[src/rtl/cmtrf_pkg.sv]
// Constants and types shared by the CAN mode, timing and receiver flag block.
// Assumes a 32-bit APB register bus, one word per register.
`default_nettype none

package cmtrf_pkg;

    // ********************************************************************
    // Register indices, byte address is four times the index
    // ********************************************************************
    localparam int unsigned IDX_MODE0 = 0;
    localparam int unsigned IDX_MODE1 = 1;
    localparam int unsigned IDX_BT0   = 2;
    localparam int unsigned IDX_BT1   = 3;
    localparam int unsigned IDX_RFLG  = 4;
    localparam int unsigned IDX_RIER  = 5;

    // ********************************************************************
    // Reset values and field positions
    // ********************************************************************
    localparam logic       SOFT_RESET_RESET = 1'h1;
    localparam logic [7:0] MODE1_RESET      = 8'h00;
    localparam logic [7:0] BT0_RESET        = 8'h00;
    localparam logic [7:0] BT1_RESET        = 8'h00;
    localparam logic [7:0] RFLG_RESET       = 8'h00;
    localparam logic [7:0] RIER_RESET       = 8'h00;
    localparam int unsigned M0_SYNCED     = 4;
    localparam int unsigned M0_SLEEP_ACK  = 2;
    localparam int unsigned M0_SLEEP_REQ  = 1;
    localparam int unsigned M0_SOFT_RESET = 0;
    localparam int unsigned M1_LOOPBACK   = 2;
    localparam int unsigned M1_WAKE_FILT  = 1;
    localparam int unsigned M1_CLOCK_SEL  = 0;
    localparam int unsigned RF_WAKE       = 7;
    localparam int unsigned RF_RX_WARN    = 6;
    localparam int unsigned RF_TX_WARN    = 5;
    localparam int unsigned RF_RX_PASSIVE = 4;
    localparam int unsigned RF_TX_PASSIVE = 3;
    localparam int unsigned RF_BUS_OFF    = 2;
    localparam logic [7:0]  RF_ERR_MASK   = 8'h7c;

    // ********************************************************************
    // Protocol counts and timing
    // ********************************************************************
    localparam logic [3:0] RECESSIVE_RUN = 4'hb;
    localparam logic [7:0] BUS_OFF_SEQS  = 8'h80;
    localparam logic [8:0] WARN_LO       = 9'h060;
    localparam logic [8:0] WARN_HI       = 9'h07f;
    localparam logic [8:0] PASSIVE_ABOVE = 9'h07f;
    localparam logic [8:0] BUS_OFF_ABOVE = 9'h0ff;
    localparam int unsigned CLK_PERIOD_NS  = 5;
    localparam int unsigned WAKE_PULSE_NS  = 2000;
    localparam int unsigned WAKE_PULSE_RAW = (WAKE_PULSE_NS + CLK_PERIOD_NS - 1) / CLK_PERIOD_NS;
    localparam logic [15:0] WAKE_PULSE_CYC = 16'(WAKE_PULSE_RAW < 1 ? 1 : WAKE_PULSE_RAW);

    // ********************************************************************
    // Types
    // ********************************************************************
    typedef struct packed {
        logic [1:0] jump_width;
        logic [5:0] tq_prescaler;
    } cmtrf_bt0_type;

    typedef struct packed {
        logic       triple_sample;
        logic [2:0] time_segment_two;
        logic [3:0] time_segment_one;
    } cmtrf_bt1_type;

    typedef enum logic [1:0] {
        SY_RESET = 2'b00,
        SY_WAIT  = 2'b01,
        SY_OFF   = 2'b10,
        SY_DONE  = 2'b11
    } cmtrf_sync_type;

    typedef enum logic [0:0] {
        SL_RUN   = 1'b0,
        SL_SLEEP = 1'b1
    } cmtrf_sleep_type;

endpackage

`default_nettype wire

[src/rtl/cmtrf_core.sv]
// Mode control, bit timing and receiver flags of a CAN protocol controller.
// Assumes an APB master, a protocol engine that supplies the transmit bit
// and error counts, and clock tick inputs synchronous to pclk.
//
// Function
// - Sleep acknowledge bit shows internal sleep
// - Sleep only when bus idle, until activity
// - Clearing sleep request wakes without wake flag
// - Soft reset aborts frames, drops bus sync
// - Soft reset restores mode, flags, enables
// - Soft reset leaves error counters alone
// - Configuration writes only during soft reset
// - Synchronise after eleven recessive bits
// - Bus-off waits 128 runs of eleven
// - Loop-back feeds transmitter to receiver internally
// - Loop-back skips acknowledge, takes own frames
// - Wake filter demands long dominant pulse
// - Clock select picks bus or crystal/2
// - Jump width is code plus one quanta
// - Prescaler divides by code plus one
// - Triple sample takes majority of three
// - Segment one/two lengths are code plus one
// - Sync segment, transmit point, sample point
// - Flags clear by write one after cause
// - Wake clears acknowledge, then sets flag
// - Warning flags for counts 96 to 127
// - Passive flags for counts above 127
// - Synchronised status bit is readable
// - Bus-off above 255 raises bus-off flag
//
// The register addresses and the APB interface to the registers were decided locally.
`default_nettype none

module cmtrf_core
    import cmtrf_pkg::*;
#(
    parameter int unsigned ADDR_W = 8
)
(
    input  wire logic              pclk,
    input  wire logic              presetn,
    input  wire logic              psel,
    input  wire logic              penable,
    input  wire logic              pwrite,
    input  wire logic [ADDR_W-1:0] paddr,
    input  wire logic [31:0]       pwdata,
    output logic                   pready,
    output logic                   pslverr,
    output logic [31:0]            prdata,
    input  wire logic              pll_bus_clock,
    input  wire logic              crystal_clock,
    input  wire logic              bus_receive_pin,
    output logic                   bus_transmit_pin,
    input  wire logic              tx_bit,
    input  wire logic              tx_active,
    input  wire logic [7:0]        rx_err_count,
    input  wire logic [8:0]        tx_err_count,
    output logic                   rx_bit,
    output logic                   sample_strobe,
    output logic                   tx_point_strobe,
    output logic                   protocol_abort,
    output logic                   config_write_ok,
    output logic                   loopback_active,
    output logic                   module_clock_select,
    output logic                   wake_irq,
    output logic                   error_irq
);

    if (ADDR_W < 5) begin : g_addr_check
        $error("ADDR_W too small for the register map");
    end

    localparam int unsigned IW = ADDR_W - 2;

    // ********************************************************************
    // Helpers
    // ********************************************************************
    // True when a word index selects the given register.
    function automatic logic reg_sel(input logic [IW-1:0] idx, input int unsigned n);
        reg_sel = (idx == IW'(n));
    endfunction

    // True when a count lies in an inclusive range.
    function automatic logic in_range(input logic [8:0] v, input logic [8:0] lo,
                                      input logic [8:0] hi);
        in_range = (v >= lo) && (v <= hi);
    endfunction

    // ********************************************************************
    // State
    // ********************************************************************
    logic            soft_reset_q;
    logic            sleep_req_q;
    logic [7:0]      mode1_q;
    cmtrf_bt0_type   bt0_q;
    cmtrf_bt1_type   bt1_q;
    logic [7:0]      flags_q;
    logic [7:0]      flags_d;
    logic [7:0]      ier_q;
    logic [7:0]      cond_q;
    logic [7:0]      cond_now;
    cmtrf_sync_type  sync_q;
    cmtrf_sleep_type sleep_q;
    logic            wake_pend_q;
    logic            xtal_half_q;
    logic [5:0]      presc_q;
    logic [4:0]      pos_q;
    logic [2:0]      hist_q;
    logic            rx_prev_q;
    logic [3:0]      run_q;
    logic [7:0]      seq_q;
    logic [15:0]     dom_q;
    logic            tx_q;
    logic            rx_bit_q;
    logic [31:0]     prdata_q;

    logic [IW-1:0] idx;
    logic          wr;
    logic          rd_setup;
    logic          mtick;
    logic          tq_end;
    logic [4:0]    last_pos;
    logic [4:0]    triple_sample_pos;
    logic [4:0]    jump;
    logic          rx_in;
    logic          fall;
    logic          sample_now;
    logic          bit_val;
    logic          run_done;
    logic          bus_idle;
    logic          bus_off;
    logic          wake_evt;
    logic [7:0]    rd_mux;

    // ********************************************************************
    // APB slave
    // ********************************************************************
    // Zero wait states; unmapped word indices answer with an error.
    assign idx      = paddr[ADDR_W-1:2];
    assign wr       = psel && penable && pwrite;
    assign rd_setup = psel && !penable && !pwrite;
    assign pready   = 1'b1;
    assign pslverr  = psel && penable && (idx > IW'(IDX_RIER));
    assign prdata   = prdata_q;

    // Read multiplexer, reserved bits read as zero except interrupt enable bits 1:0, which read back as written.
    always_comb
    begin
        rd_mux = 8'h00;
        if (reg_sel(idx, IDX_MODE0))
        begin
            rd_mux[M0_SYNCED]     = (sync_q == SY_DONE);
            rd_mux[M0_SLEEP_ACK]  = (sleep_q == SL_SLEEP);
            rd_mux[M0_SLEEP_REQ]  = sleep_req_q;
            rd_mux[M0_SOFT_RESET] = soft_reset_q;
        end
        else if (reg_sel(idx, IDX_MODE1))
            rd_mux = mode1_q;
        else if (reg_sel(idx, IDX_BT0))
            rd_mux = bt0_q;
        else if (reg_sel(idx, IDX_BT1))
            rd_mux = bt1_q;
        else if (reg_sel(idx, IDX_RFLG))
            rd_mux = flags_q;
        else if (reg_sel(idx, IDX_RIER))
            rd_mux = ier_q;
    end

    // Read data is captured in the setup cycle for the access cycle.
    always_ff @(posedge pclk or negedge presetn)
    begin
        if (!presetn)
            prdata_q <= 32'h00000000;
        else if (rd_setup)
            prdata_q <= {24'h000000, rd_mux};
    end

    // ********************************************************************
    // Mode control registers
    // ********************************************************************
    // Soft reset and sleep request; soft reset also drops the request.
    always_ff @(posedge pclk or negedge presetn)
    begin
        if (!presetn)
        begin
            soft_reset_q <= SOFT_RESET_RESET;
            sleep_req_q  <= 1'b0;
        end
        else if (wr && reg_sel(idx, IDX_MODE0))
        begin
            soft_reset_q <= pwdata[M0_SOFT_RESET];
            sleep_req_q  <= pwdata[M0_SLEEP_REQ] && !pwdata[M0_SOFT_RESET];
        end
        else if (soft_reset_q)
            sleep_req_q <= 1'b0;
    end

    // Configuration registers accept writes only while in soft reset.
    always_ff @(posedge pclk or negedge presetn)
    begin
        if (!presetn)
        begin
            mode1_q <= MODE1_RESET;
            bt0_q   <= BT0_RESET;
            bt1_q   <= BT1_RESET;
        end
        else if (wr && soft_reset_q)
        begin
            if (reg_sel(idx, IDX_MODE1))
                mode1_q <= {5'h00, pwdata[2:0]};
            if (reg_sel(idx, IDX_BT0))
                bt0_q <= pwdata[7:0];
            if (reg_sel(idx, IDX_BT1))
                bt1_q <= pwdata[7:0];
        end
    end

    // Interrupt enables, held cleared during soft reset.
    always_ff @(posedge pclk or negedge presetn)
    begin
        if (!presetn)
            ier_q <= RIER_RESET;
        else if (soft_reset_q)
            ier_q <= RIER_RESET;
        else if (wr && reg_sel(idx, IDX_RIER))
            ier_q <= pwdata[7:0];
    end

    assign protocol_abort      = soft_reset_q;
    assign config_write_ok     = soft_reset_q;
    assign loopback_active     = mode1_q[M1_LOOPBACK];
    assign module_clock_select = mode1_q[M1_CLOCK_SEL];

    // ********************************************************************
    // Module clock and time quantum
    // ********************************************************************
    // Crystal ticks are halved; bus clock ticks pass straight through.
    always_ff @(posedge pclk or negedge presetn)
    begin
        if (!presetn)
            xtal_half_q <= 1'b0;
        else if (crystal_clock)
            xtal_half_q <= !xtal_half_q;
    end

    assign mtick = mode1_q[M1_CLOCK_SEL] ? pll_bus_clock
                                         : (crystal_clock && xtal_half_q);
    assign tq_end   = mtick && (presc_q == bt0_q.tq_prescaler);
    assign triple_sample_pos = 5'(bt1_q.time_segment_one) + 5'h01;
    assign last_pos = triple_sample_pos + 5'(bt1_q.time_segment_two) + 5'h01;
    assign jump     = 5'(bt0_q.jump_width) + 5'h01;

    // Loop-back feeds the transmit stream back and ignores the pin.
    assign rx_in = mode1_q[M1_LOOPBACK] ? tx_bit : bus_receive_pin;
    assign fall  = rx_prev_q && !rx_in;

    always_ff @(posedge pclk or negedge presetn)
    begin
        if (!presetn)
            rx_prev_q <= 1'b1;
        else
            rx_prev_q <= rx_in;
    end

    // ********************************************************************
    // Bit timing with hard and soft synchronisation
    // ********************************************************************
    // Position 0 is the sync segment; an edge elsewhere restarts the bit while the bus is idle or
    // unsynchronised, and otherwise moves the bit boundary by at most the jump width.
    always_ff @(posedge pclk or negedge presetn)
    begin
        if (!presetn)
        begin
            presc_q <= 6'h00;
            pos_q   <= 5'h00;
        end
        else if (soft_reset_q)
        begin
            presc_q <= 6'h00;
            pos_q   <= 5'h00;
        end
        else if (fall && pos_q != 5'h00)
        begin
            presc_q <= 6'h00;
            if (bus_idle || sync_q != SY_DONE)
                pos_q <= 5'h00;
            else if (pos_q <= triple_sample_pos)
                pos_q <= (pos_q > jump) ? pos_q - jump : 5'h00;
            else if ((last_pos + 5'h01 - pos_q) <= jump)
                pos_q <= 5'h00;
            else
                pos_q <= pos_q + jump;
        end
        else if (mtick)
        begin
            presc_q <= tq_end ? 6'h00 : presc_q + 6'h01;
            if (tq_end)
                pos_q <= (pos_q == last_pos) ? 5'h00 : pos_q + 5'h01;
        end
    end

    // Sample history; the sample point is the newest of three.
    assign sample_now = tq_end && (pos_q == triple_sample_pos) && !soft_reset_q;
    assign bit_val    = bt1_q.triple_sample ?
                        ((hist_q[1] & hist_q[0]) | (hist_q[1] & rx_in) | (hist_q[0] & rx_in))
                        : rx_in;

    always_ff @(posedge pclk or negedge presetn)
    begin
        if (!presetn)
        begin
            hist_q   <= 3'h7;
            rx_bit_q <= 1'b1;
        end
        else if (tq_end)
        begin
            hist_q <= {hist_q[1:0], rx_in};
            if (sample_now)
                rx_bit_q <= bit_val;
        end
    end

    // Transmit value changes at the start of each sync segment.
    always_ff @(posedge pclk or negedge presetn)
    begin
        if (!presetn)
            tx_q <= 1'b1;
        else if (soft_reset_q)
            tx_q <= 1'b1;
        else if (tq_end && pos_q == last_pos)
            tx_q <= tx_bit;
    end

    assign rx_bit           = rx_bit_q;
    assign sample_strobe    = sample_now;
    assign tx_point_strobe  = tq_end && (pos_q == last_pos) && !soft_reset_q;
    assign bus_transmit_pin = mode1_q[M1_LOOPBACK] ? 1'b1 : tx_q;

    // ********************************************************************
    // Recessive run counting and synchronisation
    // ********************************************************************
    assign run_done = sample_now && bit_val && (run_q == RECESSIVE_RUN - 4'h1);
    assign bus_idle = (run_q == RECESSIVE_RUN);
    assign bus_off  = (tx_err_count > BUS_OFF_ABOVE);

    // Run length of recessive samples; restarts per sequence in bus-off.
    always_ff @(posedge pclk or negedge presetn)
    begin
        if (!presetn)
            run_q <= 4'h0;
        else if (soft_reset_q || wake_evt)
            run_q <= 4'h0;
        else if (sample_now)
        begin
            if (!bit_val)
                run_q <= 4'h0;
            else if (run_done && sync_q == SY_OFF)
                run_q <= 4'h0;
            else if (!bus_idle)
                run_q <= run_q + 4'h1;
        end
    end

    // Synchronisation state after soft reset is released.
    always_ff @(posedge pclk or negedge presetn)
    begin
        if (!presetn)
        begin
            sync_q <= SY_RESET;
            seq_q  <= 8'h00;
        end
        else if (soft_reset_q)
        begin
            sync_q <= SY_RESET;
            seq_q  <= 8'h00;
        end
        else
        begin
            case (sync_q)
                SY_RESET: sync_q <= bus_off ? SY_OFF : SY_WAIT;
                SY_WAIT:
                    if (run_done)
                        sync_q <= SY_DONE;
                SY_OFF:
                    if (run_done)
                    begin
                        seq_q <= seq_q + 8'h01;
                        if (seq_q == BUS_OFF_SEQS - 8'h01)
                            sync_q <= SY_DONE;
                    end
                SY_DONE: sync_q <= SY_DONE;
                default: sync_q <= SY_RESET;
            endcase
        end
    end

    // ********************************************************************
    // Sleep and wake-up
    // ********************************************************************
    // Consecutive dominant cycles for the wake filter.
    always_ff @(posedge pclk or negedge presetn)
    begin
        if (!presetn)
            dom_q <= 16'h0000;
        else if (rx_in || sleep_q != SL_SLEEP)
            dom_q <= 16'h0000;
        else if (dom_q != WAKE_PULSE_CYC)
            dom_q <= dom_q + 16'h0001;
    end

    assign wake_evt = (sleep_q == SL_SLEEP) && sleep_req_q &&
                      (mode1_q[M1_WAKE_FILT] ? (dom_q == WAKE_PULSE_CYC - 16'h0001 && !rx_in)
                                             : fall);

    always_ff @(posedge pclk or negedge presetn)
    begin
        if (!presetn)
        begin
            sleep_q     <= SL_RUN;
            wake_pend_q <= 1'b0;
        end
        else
        begin
            wake_pend_q <= wake_evt;
            case (sleep_q)
                SL_RUN:
                    if (sleep_req_q && bus_idle && !tx_active)
                        sleep_q <= SL_SLEEP;
                SL_SLEEP:
                    if (!sleep_req_q || wake_evt)
                        sleep_q <= SL_RUN;
                default: sleep_q <= SL_RUN;
            endcase
        end
    end

    // ********************************************************************
    // Receiver flags
    // ********************************************************************
    // Cause levels; the wake cause is a single event and never lingers.
    always_comb
    begin
        cond_now                = 8'h00;
        cond_now[RF_RX_WARN]    = in_range({1'b0, rx_err_count}, WARN_LO, WARN_HI);
        cond_now[RF_TX_WARN]    = in_range(tx_err_count, WARN_LO, WARN_HI);
        cond_now[RF_RX_PASSIVE] = ({1'b0, rx_err_count} > PASSIVE_ABOVE);
        cond_now[RF_TX_PASSIVE] = (tx_err_count > PASSIVE_ABOVE);
        cond_now[RF_BUS_OFF]    = bus_off;
    end

    // Set on entering a cause; write-one clears once the cause ended.
    always_comb
    begin
        flags_d = flags_q;
        if (wr && reg_sel(idx, IDX_RFLG))
            flags_d = flags_q & ~(pwdata[7:0] & ~cond_now);
        flags_d          = flags_d | (cond_now & ~cond_q);
        flags_d[RF_WAKE] = flags_d[RF_WAKE] | wake_pend_q;
    end

    always_ff @(posedge pclk or negedge presetn)
    begin
        if (!presetn)
        begin
            flags_q <= RFLG_RESET;
            cond_q  <= 8'h00;
        end
        else if (soft_reset_q)
        begin
            flags_q <= RFLG_RESET;
            cond_q  <= 8'h00;
        end
        else
        begin
            flags_q <= flags_d;
            cond_q  <= cond_now;
        end
    end

    // Interrupt requests from enabled flags.
    assign wake_irq  = flags_q[RF_WAKE] && ier_q[RF_WAKE];
    assign error_irq = |(flags_q & ier_q & RF_ERR_MASK);

endmodule

`default_nettype wire

[config.mk]
export PLATFORM = sky130hd
export DESIGN_NAME = cmtrf_core
export DESIGN_NICKNAME = d
export VERILOG_FILES = /design/src/rtl/cmtrf_pkg.sv /design/src/rtl/cmtrf_core.sv
export SDC_FILE = /design/constraint.sdc
export NUM_CORES = 1
export LEC_CHECK = 0
export BUFFER_PORTS_ARGS = -buffer_cell sky130_fd_sc_hd__buf_2
export CAP_MARGIN = 10
export CORE_MARGIN = 10
export CORE_UTILIZATION = 48
export CTS_BUF_LIST = sky130_fd_sc_hd__clkbuf_4 sky130_fd_sc_hd__clkbuf_8
export DETAILED_ROUTE_END_ITERATION = 16
export PLACE_DENSITY_LB_ADDON = 0.1
export SETUP_SLACK_MARGIN = 0.4
export SLEW_MARGIN = 25
export SYNTH_ARGS = -nofsm -noshare
export SYNTH_HDL_FRONTEND = slang
export SYNTH_SLANG_ARGS = --single-unit
export TNS_END_PERCENT = 50
[constraint.sdc]
create_clock -name pclk -period 8.4 [get_ports pclk]
set_input_delay 0.42 -clock pclk [delete_from_list [all_inputs] [get_ports pclk]]
set_output_delay 0.42 -clock pclk [all_outputs]
set_load 0.01 [all_outputs]
* Word level (Yosys, flattened, before mapping)
Cells that the tools add are included.
** Cells by class
- Add/subtract/negate cells :: 13
- Order comparisons :: 11
- Equal/unequal tests :: 21
- Multiplexer cells :: 55
- Bitwise logic cells :: 15
- Reductions and logical operators :: 62
** Operators by type and width (number)
- two-way mux 8 bit :: 12
- two-way mux 5 bit :: 9
- two-way mux 16 bit :: 2
- logical AND 1 bit :: 29
- two-way mux 6 bit :: 4
- two-way mux 4 bit :: 5
- adder 16 x 1 -> 16 bit, second input constant :: 1
- AND 8 bit :: 2
- equality test 16 x 9 -> 1 bit, second input constant :: 1
- inequality test 16 x 9 -> 1 bit, second input constant :: 1
- inverter 8 bit :: 2
- adder 5 x 1 -> 5 bit, second input constant :: 3
- AND reduction 2 bit :: 7
- nonzero test 2 bit :: 7
- two-way mux 1 bit :: 13
- equality test 6 x 2 -> 1 bit, second input constant :: 2
- equality test 6 x 3 -> 1 bit, second input constant :: 2
- adder 5 x 3 -> 5 bit :: 2
- equality test 5 bit :: 2
- two-way mux 2 bit :: 5
- >= comparator 9 x 7 -> 1 bit, second input constant :: 1
- greater-than comparator 9 x 7 -> 1 bit, second input constant :: 1
- greater-than comparator 9 x 8 -> 1 bit, second input constant :: 1
- <= comparator 9 x 7 -> 1 bit, second input constant :: 1
- other kinds (43) :: 62
** Word-level totals
- Register bits after elaboration :: 102
- Input port bits :: 67
- Output and inout port bits :: 44
- Logic and storage cells :: 202

* Longest topological paths before layout
Gate-level depths: netlist (run 1).
- Depth after elaboration :: 12
- Mapped depth :: 15
- Mapped depth without buffers :: 15

* Worst setup path after synthesis (run 1)
No wires, ideal clock.
- Path kind :: register to register
- From :: register bt1_q[0] (netlist bit)
- To :: register pos_q[0]
- Library setup time :: 0.126 ns
- Data arrival time :: 3.577 ns
- Required time :: 8.274 ns
- Setup slack :: 4.697 ns
- Cell stages (with the launch flop) :: 14
- Buffers on the path :: 0
- Clock period less this slack :: 3.703 ns
- Path through :: dfrtp_1 > ha_1 > fa_1 > inv_1 > ha_1 > inv_1 > ha_1 > fa_1 > ha_1 > a21oi_1 > a31oi_1 > o41ai_4 > nor3_1 > a221o_1
** Between the ends
- Cells in the longest elaborated chain, start to end :: 11
- Elaborated cells on any way between the ends :: 16
- Those cells by class :: add/sub (5); order compare (2); eq/ne (1); mux (8)
** Ends and longest elaborated chain
- start: declaration :: RTL line cmtrf_core.sv:96 : cmtrf_bt1_type bt1_q;
- start signal: assignment :: RTL line cmtrf_core.sv:214 : bt1_q <= pwdata[7:0];
- adder 4 x 1 -> 5 bit * :: RTL line cmtrf_core.sv:249 : assign triple_sample_pos = 5'(bt1_q.time_segment_one) + 5'h01;
- adder 5 x 3 -> 5 bit :: RTL line cmtrf_core.sv:250 : assign last_pos = triple_sample_pos + 5'(bt1_q.time_segment_two) + 5'h01;
- adder 5 x 1 -> 5 bit :: RTL line cmtrf_core.sv:250
- adder 5 x 1 -> 5 bit :: RTL line cmtrf_core.sv:289 : else if ((last_pos + 5'h01 - pos_q) <= jump)
- subtractor 5 bit :: RTL line cmtrf_core.sv:289
- <= comparator 5 x 3 -> 1 bit :: RTL line cmtrf_core.sv:289
- two-way mux 5 bit :: RTL line cmtrf_core.sv:289
- two-way mux 5 bit :: RTL line cmtrf_core.sv:287 : else if (pos_q <= triple_sample_pos)
- two-way mux 5 bit :: RTL line cmtrf_core.sv:285 : if (bus_idle || sync_q != SY_DONE)
- two-way mux 5 bit * :: RTL line cmtrf_core.sv:282 : else if (fall && pos_q != 5'h00)
- two-way mux 5 bit * :: RTL line cmtrf_core.sv:277 : else if (soft_reset_q)
- end signal: assignment :: RTL line cmtrf_core.sv:288 : pos_q <= (pos_q > jump) ? pos_q - jump : 5'h00;
- end signal: assignment :: RTL line cmtrf_core.sv:292 : pos_q <= pos_q + jump;
- end signal: assignment :: RTL line cmtrf_core.sv:298 : pos_q <= (pos_q == last_pos) ? 5'h00 : pos_q + 5'h01;
- end: declaration :: RTL line cmtrf_core.sv:107 : logic [4:0] pos_q;
Mark *: on every way between the ends. The rest lies on a longest branch, timed or not. The select of a mux whose other input is x is not followed.
A chain may end at the register's enable or synchronous reset.

* Worst setup path in the final report (run 1)
Ends and elaborated chain as after synthesis.

==> flow_summary_export.csv, run 1 <==
group,metric,value,unit
logic_synthesis,yosysSeqAreaShare,40.91,%
grt,grt_pass1_vias,4645,
finish,final_cell_mix,"dfrtp_1, nor2_1, nand2_1",
grt,grt_pass1_wl,24000,um
floorplan,die_x,132.5,um
sta,tightestPinTransition,1039,ps
sta,hold_viol_final,0,
grt,grt.overflow.total,0,
critical_path,crit_fanout,7,
floorplan,initial_utilization,48.52,%
floorplan,die_y,132.5,um
critical_path,critical_path.slowest_cell,"fa_1",
clocking,htreeDepth,3,
job,cap_violations,0,
sta,fin_setup_tns,0,ps
finish,fin_cells,860,
critical_path,cp-start-kind,"flip-flop",
finish,mostFrequentLayoutCell,"dfrtp_1",
logic_synthesis,synthCells,638,
detailed_routing,drt_iter0_drc,304,
critical_path,critPathKind,"flip-flop to flip-flop",
worst_hold_path,hold_class,"primary input to flip-flop",
detailed_routing,vias,4640,
finish,utilization,53.03,%
placed_design,dp_cells,843,
finish,drive_above_1_share,16.13,%
logic_synthesis,synth-edff-count,0,
sta,slew_violations,0,
clocking,cts_made_buffers,9,
clocking,cts_root_buffer,"clkbuf_8",
sta,fmax,246.6,MHz
finish,antenna_cells,0,
finish,fin_nets,788,
finish,area_growth,9.291,%
sta,period_needed,4055,ps
clocking,clk_pin_slew,100,ps
placed_design,hpwlAfterDp,10780,um
sta,skew,7.912,ps
logic_synthesis,synthTopCellsByArea,"dfrtp_1, ha_1, xor2_1, nor2_1, a21oi_1",
clocking,cts_sinks,99,
detailed_routing,wl,14280,um
pwr,vdd_drop_max,111.2,uV
sta,relSlewSlack,30.23,%
sta,rsz0062_at_grt,"no",
logic_synthesis,syn-cell-area,0.006073,sq mm
sta,finalCritPeriodShare,48.27,%
critical_path,critPathArrivalTime,4320,ps
pwr,leakagePower,0.003146,uW
floorplan,num_rows,41,
sta,hold-worst-slack,226.5,ps
critical_path,reg2reg_setup_slack,4350,ps
critical_path,crit_chain,"ha_1 -> fa_1 -> inv_1 -> ha_1 -> inv_1 -> ha_1 -> fa_1 -> ha_1 -> a21oi_1 -> a31oi_1 -> o41ai_4 -> nor3_1 -> a221o_1",
logic_synthesis,avgSynthCellArea,9.519,sq um
clocking,cts_tree,"done",
detailed_routing,viasPerCell,5.395,
critical_path,setup.worst_path.end_class,"flip-flop",
logic_synthesis,synth_area_leader_cell,"dfrtp_1",
placed_design,gp_congestion,0.8133,
clocking,postCtsSetupRepairBufs,0,
grt,antenna_found_initial,0,
logic_synthesis,ys.warnings.count,0,
logic_synthesis,yosys.area.top_type_share,38.32,%
grt,grt_max_degree,79,
logic_synthesis,synth-main-ff-cell,"dfrtp_1",
critical_path,crit_top_cell,"ha_1",
critical_path,slowest_delay,540,ps
pwr,power.density,217.0,mW/mm^2
logic_synthesis,synth.distinct_cells,74,
clocking,ctsResizeCount,0,
critical_path,worstPathRequired,8670,ps
clocking,cts_buffer_depth,2,
floorplan,top_level_ports,111,
critical_path,cp.buffers_inverters,2,
clocking,clock_latency,380,ps
run_status,status,"finished, final reports clean",
detailed_routing,ant_nets,0,
grt,grtUsageTotal,16.58,%
logic_synthesis,synthArstFlopShare,100.0,%
detailed_routing,wl_per_cell,16.60,um
floorplan,core-area,0.01252,sq mm
logic_synthesis,synth-seq-cells,99,
sta,setup_violations,0,
detailed_routing,drc_errors,0,
critical_path,cpLargestDelayFamily,"adder cells",
detailed_routing,dr.pass1.iters,4,
placed_design,io_buffers,49,
floorplan,die-area,0.01755,sq mm
## cells by family after synthesis
logic type / Yosys count / synth area share [%]
xor+xnor: 39 / 5.624
buf+inv: 81 / 6.634
simple gates: 232 / 19.32
fa+ha+maj: 38 / 8.323
mux: 38 / 7.231
other cells: 2 / 0.1237
flops: 99 / 40.91
compound gates: 109 / 11.83
## sequential cells by signal, summed over array words and instances, names as in the netlist
name	flops
pos_q	5
sync_q	2
dom_q	16
flags_q	8
prdata	8
bt0_q	8
bt1_q	8
wake_pend_q	1
ier_q	8
config_write_ok	1
xtal_half_q	1
cond_q	5
seq_q	8
presc_q	6
sleep_req_q	1
hist_q	2
mode1_q	3
rx_bit	1
sleep_q	1
tx_q	1
rx_prev_q	1
run_q	4
## worst reg2reg max path, stage by stage, from the launching register on
cell	delay (ps)
dfrtp_1	460
ha_1	380
fa_1	540
inv_1	50
ha_1	290
inv_1	50
ha_1	220
fa_1	450
ha_1	300
a21oi_1	140
a31oi_1	90
o41ai_4	480
nor3_1	140
a221o_1	370
## path summary, 6_finish.rpt
| check | cells past startpoint | startpoint | endpoint |
|---|---|---|---|
| min in group asynchronous | 2 | presetn | dom_q[11]$_DFFE_PN0P_ |
| worst min register to register | 1 | xtal_half_q$_DFFE_PN0P_ | xtal_half_q$_DFFE_PN0P_ |
| worst max register to register | 13 | bt1_q[0]$_DFFE_PN0P_ | pos_q[0]$_DFFE_PN0P_ |
| worst max-delay path | 13 | bt1_q[0]$_DFFE_PN0P_ | pos_q[0]$_DFFE_PN0P_ |
| max in group asynchronous | 3 | presetn | seq_q[2]$_DFFE_PN0P_ |
| worst min-delay path | 2 | crystal_clock | xtal_half_q$_DFFE_PN0P_ |
## routing by layer
layer	GRT usage (%)	vias up	routed length (um)
li1	-	2263	-
met2	26.78	97	6938
met4	4.279	0	152
met5	0	-	0
met3	4.769	15	711
met1	21.31	2265	6477
## metrics by stage
stage,power (uW),setup WS (ps),cell area [sq um]
global route,1545,4129,6638
floorplan,963.1,4697,6160
CTS,1459,4338,6634
finish,1440,4345,6638
detailed placement,1087,4383,6389
global placement,1068,4419,6389
## area by class of cell
type | count | area, sq um
fill | 1210 | 5879
multi-input combinational | 481 | 3272
sequential | 99 | 2485
timing repair buffer | 53 | 284.0
tap | 172 | 215.2
clock buffer | 13 | 166.4
inverter | 39 | 146.4
clock inverter | 3 | 68.82
## timing repair
item | 4_1_cts | 5_1_grt
endpoints found under the hold margin | 19 | 0
endpoints found under the setup margin | 0 | 0
hold buffers | 1 | 0
## report_power, final
part,internal [uW],switching [uW]
Sequential,541,71.0
Clock,192,172
Combinational,198,266
Total,931,510
## cells in the mapped netlist (all sizes together), types with 3 or more instances
| master | instances |
|---|---|
| nor4 | 9 |
| fa | 4 |
| nand4 | 6 |
| o21ai | 19 |
| nor3 | 13 |
| or3 | 6 |
| nor2 | 68 |
| o22ai | 4 |
| nand2b | 12 |
| nor2b | 4 |
| nand2 | 54 |
| and2 | 3 |
| a21oi | 50 |
| mux2 | 21 |
| xor2 | 32 |
| inv | 38 |
| xnor2 | 7 |
| dfrtp | 93 |
| mux2i | 15 |
| and3 | 9 |
| a31oi | 3 |
| nand3b | 4 |
| buf | 28 |
| dfstp | 6 |
| a221oi | 4 |
| nand3 | 30 |
| clkbuf | 14 |
| ha | 34 |
| a21o | 6 |
Note: power is estimated with default switching activity, not from simulation.
==> inputs of run 2 (changes only) <==
--- a/config.mk
+++ b/config.mk
@@ -5,6 +5,7 @@
 export SDC_FILE = /design/constraint.sdc
 export NUM_CORES = 1
 export LEC_CHECK = 0
+export ABC_AREA = 1
 export BUFFER_PORTS_ARGS = -buffer_cell sky130_fd_sc_hd__buf_2
 export CAP_MARGIN = 10
 export CORE_MARGIN = 10
==> constraint.sdc (replaced) <==
create_clock -name pclk -period 3.8 [get_ports pclk]
set_input_delay 0.19 -clock pclk [delete_from_list [all_inputs] [get_ports pclk]]
set_output_delay 0.19 -clock pclk [all_outputs]
set_load 0.01 [all_outputs]
==> flow_summary_export.csv, run 2 <==
group,metric,value,unit
clocking,cts_made_buffers,9,
floorplan,die_y,136.2,um
logic_synthesis,synthCells,840,
critical_path,reg2reg_depth,20,
logic_synthesis,synth_common_cells,"nand2_1, inv_1, dfrtp_1",
placed_design,placed_cell_area,0.006807,sq mm
clocking,clock_latency,390,ps
finish,antenna_cells,0,
clocking,cts_buffer_depth,2,
floorplan,initial_utilization,48.96,%
placed_design,io_buffers,49,
pwr,vdd_drop_max,197.1,uV
logic_synthesis,synth-seq-cells,99,
sta,hold-worst-slack,53.00,ps
sta,fin_setup_tns,0,ps
detailed_routing,vias,5560,
clocking,cts_sinks,99,
logic_synthesis,synth_top_family_by_area,"simple AND/OR/NAND/NOR gates",
sta,finalCritPeriodShare,89.15,%
critical_path,crit_chain,"ha_4 -> fa_2 -> inv_2 -> ha_4 -> inv_2 -> ha_4 -> fa_1 -> ha_4 -> nand3b_1 -> nand3b_1 -> nand2_1 -> nand2_1 -> nor2_1 -> nand3_2 -> nand2_2 -> inv_1 -> nand2_1 -> nand2_1 -> nand2_1 -> nand2_1",
worst_hold_path,whs_path_depth,3,
worst_hold_path,hold_start,"pwdata[5]",
pwr,p_seq_share,46.3,%
run_status,status,"finished, final reports clean",
finish,fin_cells,1080,
job,cap_violations,0,
pwr,share_comb_of_total_power,16.1,%
logic_synthesis,synthArstFlopShare,100.0,%
logic_synthesis,synth-compound-area-share,12.72,%
critical_path,cp-start-kind,"flip-flop",
logic_synthesis,yosys.area_share.simple,26.38,%
logic_synthesis,synth.distinct_cells,55,
sta,slew_violations,0,
clocking,cts_tree,"done",
logic_synthesis,ys.warnings.count,0,
logic_synthesis,synth-main-ff-cell,"dfrtp_1",
critical_path,critPathLaunch,"bt1_q[0]$_DFFE_PN0P_",
placed_design,hpwlAfterDp,12590,um
finish,final_cell_mix,"nand2_1, inv_1, dfrtp_1",
critical_path,critPathKind,"flip-flop to flip-flop",
logic_synthesis,avgSynthCellArea,7.719,sq um
grt,grtUsageTotal,18.00,%
floorplan,num_rows,42,
placed_design,gp_congestion,0.8769,
pwr,p_int,1754,uW
logic_synthesis,syn-cell-area,0.006484,sq mm
critical_path,worstPathRequired,4080,ps
finish,fin_area,0.007286,sq mm
logic_synthesis,synth-edff-count,0,
floorplan,core-area,0.01324,sq mm
floorplan,die_x,136.2,um
critical_path,critical_path.slowest_cell,"fa_2",
critical_path,setup.worst_path.end_class,"flip-flop",
grt,grt.overflow.total,0,
critical_path,critPathArrivalTime,3670,ps
clocking,cts_root_buffer,"clkbuf_8",
logic_synthesis,synth_area_leader_cell,"dfrtp_1",
logic_synthesis,yosys.area.top_type_share,35.89,%
logic_synthesis,synth_most_common_cell,"nand2_1",
sta,skew,17.65,ps
finish,utilization,55.02,%
detailed_routing,drt_iter0_drc,358,
critical_path,reg2reg_setup_slack,410,ps
logic_synthesis,yosysSeqAreaShare,38.32,%
grt,antenna_found_initial,0,
logic_synthesis,synthTopCellsByArea,"dfrtp_1, nand2_1, inv_1, ha_1, nand3_1",
sta,period_needed,3388,ps
clocking,clk_pin_slew,90,ps
finish,area_growth,12.37,%
clocking,htreeDepth,3,
finish,drive_above_1_share,16.37,%
detailed_routing,viasPerCell,5.148,
critical_path,r2r-end,"pos_q[2]$_DFFE_PN0P_",
critical_path,cpLargestDelayFamily,"adder cells",
finish,fin_nets,1004,
floorplan,die-area,0.01856,sq mm
sta,hold_viol_final,0,
detailed_routing,dr.pass1.iters,5,
critical_path,cp.buffers_inverters,3,
critical_path,slowest_delay,520,ps
pwr,power.density,331.1,mW/mm^2
sta,relSlewSlack,45.34,%
finish,largest_reg_flops,16,
critical_path,crit_fanout,3,
sta,setup_violations,0,
critical_path,crit_top_cell,"nand2_1",
worst_hold_path,hold_class,"primary input to flip-flop",
sta,fmax,295.2,MHz
pwr,pwr-share-clk,37.5,%
pwr,switching_share,27.30,%
grt,grt_max_degree,74,
pwr,leakagePower,0.003556,uW
logic_synthesis,synth-xor-area-share,2.972,%
placed_design,dp_cells,1053,
floorplan,top_level_ports,111,
critical_path,r2r-start,"bt1_q[0]$_DFFE_PN0P_",
grt,grt_pass1_wl,26940,um
pwr,p_switching,658.5,uW
detailed_routing,drc_errors,0,
finish,mostFrequentLayoutCell,"nand2_1",
worst_hold_path,holdPathEnd,"bt0_q[5]$_DFFE_PN0P_",
detailed_routing,wl,16330,um
detailed_routing,ant_nets,0,
sta,rsz0062_at_grt,"yes",
finish,top_register,"dom_q",
logic_synthesis,synth_mux_area_share,0,%
logic_synthesis,synthAdderAreaFrac,7.796,%
detailed_routing,wl_per_cell,15.12,um
grt,grt_pass1_vias,5474,
sta,tightestPinTransition,816.8,ps
run 2: worst max-delay path by stage:
stage	slack (ps)	endpoint	cells past startpoint
detailed placement	210	pos_q[2]$_DFFE_PN0P_	20
global placement	250	pos_q[2]$_DFFE_PN0P_	20
CTS	370	pos_q[2]$_DFFE_PN0P_	22
floorplan	460	pos_q[2]$_DFFE_PN0P_	20
global route	180	pos_q[2]$_DFFE_PN0P_	20
finish	410	pos_q[2]$_DFFE_PN0P_	20
run 2: repair_timing:
action / in CTS / in global routing
hold buffers: 3 / 0
resized for setup: 12 / 10
setup endpoints to repair: 6 / 6
hold endpoints to repair: 68 / 0
setup buffers: 5 / 2
pin swaps: 11 / 10
run 2: power by group through the flow:
stage	Clock, uW	Sequential [uW]	Combinational, uW
final	906	1120	389
after global routing	969	1120	448
after CTS	926	1120	377
after detailed placement	0	1140	349
after global placement	0	1140	338
after floorplan	0	1120	259
run 2: metrics by stage:
stage | power [uW] | worst slack, ps
after floorplan | 1384 | 464.9
after global placement | 1475 | 245.2
after detailed placement | 1487 | 205.0
after CTS | 2420 | 365.5
after global routing | 2540 | 179.8
final | 2412 | 412.1
run 2: final cells by class:
cell class / instances / area (sq um)
clock buffers: 10 / 137.6
clock inverters: 6 / 133.9
fillers: 1303 / 5957
inverters: 135 / 506.7
multi-input cells: 593 / 3435
flip-flops and latches: 99 / 2487
well taps: 176 / 220.2
repair buffers: 61 / 365.4
run 2: logic make-up after synthesis:
logic type,Yosys count
adders and majority gates,38
xor gates and xnor gates,22
AOI/OAI and AO/OA,138
and+or+nand+nor,370
DFF,99
other,2
buffers and inverters,171
run 2: tightest hold or removal path, delay by kind of cell:
| family | cells | cell delay (ps) |
|---|---|---|
| AOI/OAI and AO/OA | 1 | 60 |
| and+or+nand+nor | 1 | 50 |
| buffers and inverters | 1 | 90 |
run 2: layer usage:
metal | vias to the layer above | global-route usage [%] | part of all wire (%)
met5 | - | 0 | 0
met4 | 0 | 5.089 | 1.3
met3 | 15 | 3.358 | 4.4
met2 | 106 | 29.32 | 47
met1 | 2626 | 23.86 | 47
li1 | 2813 | - | -
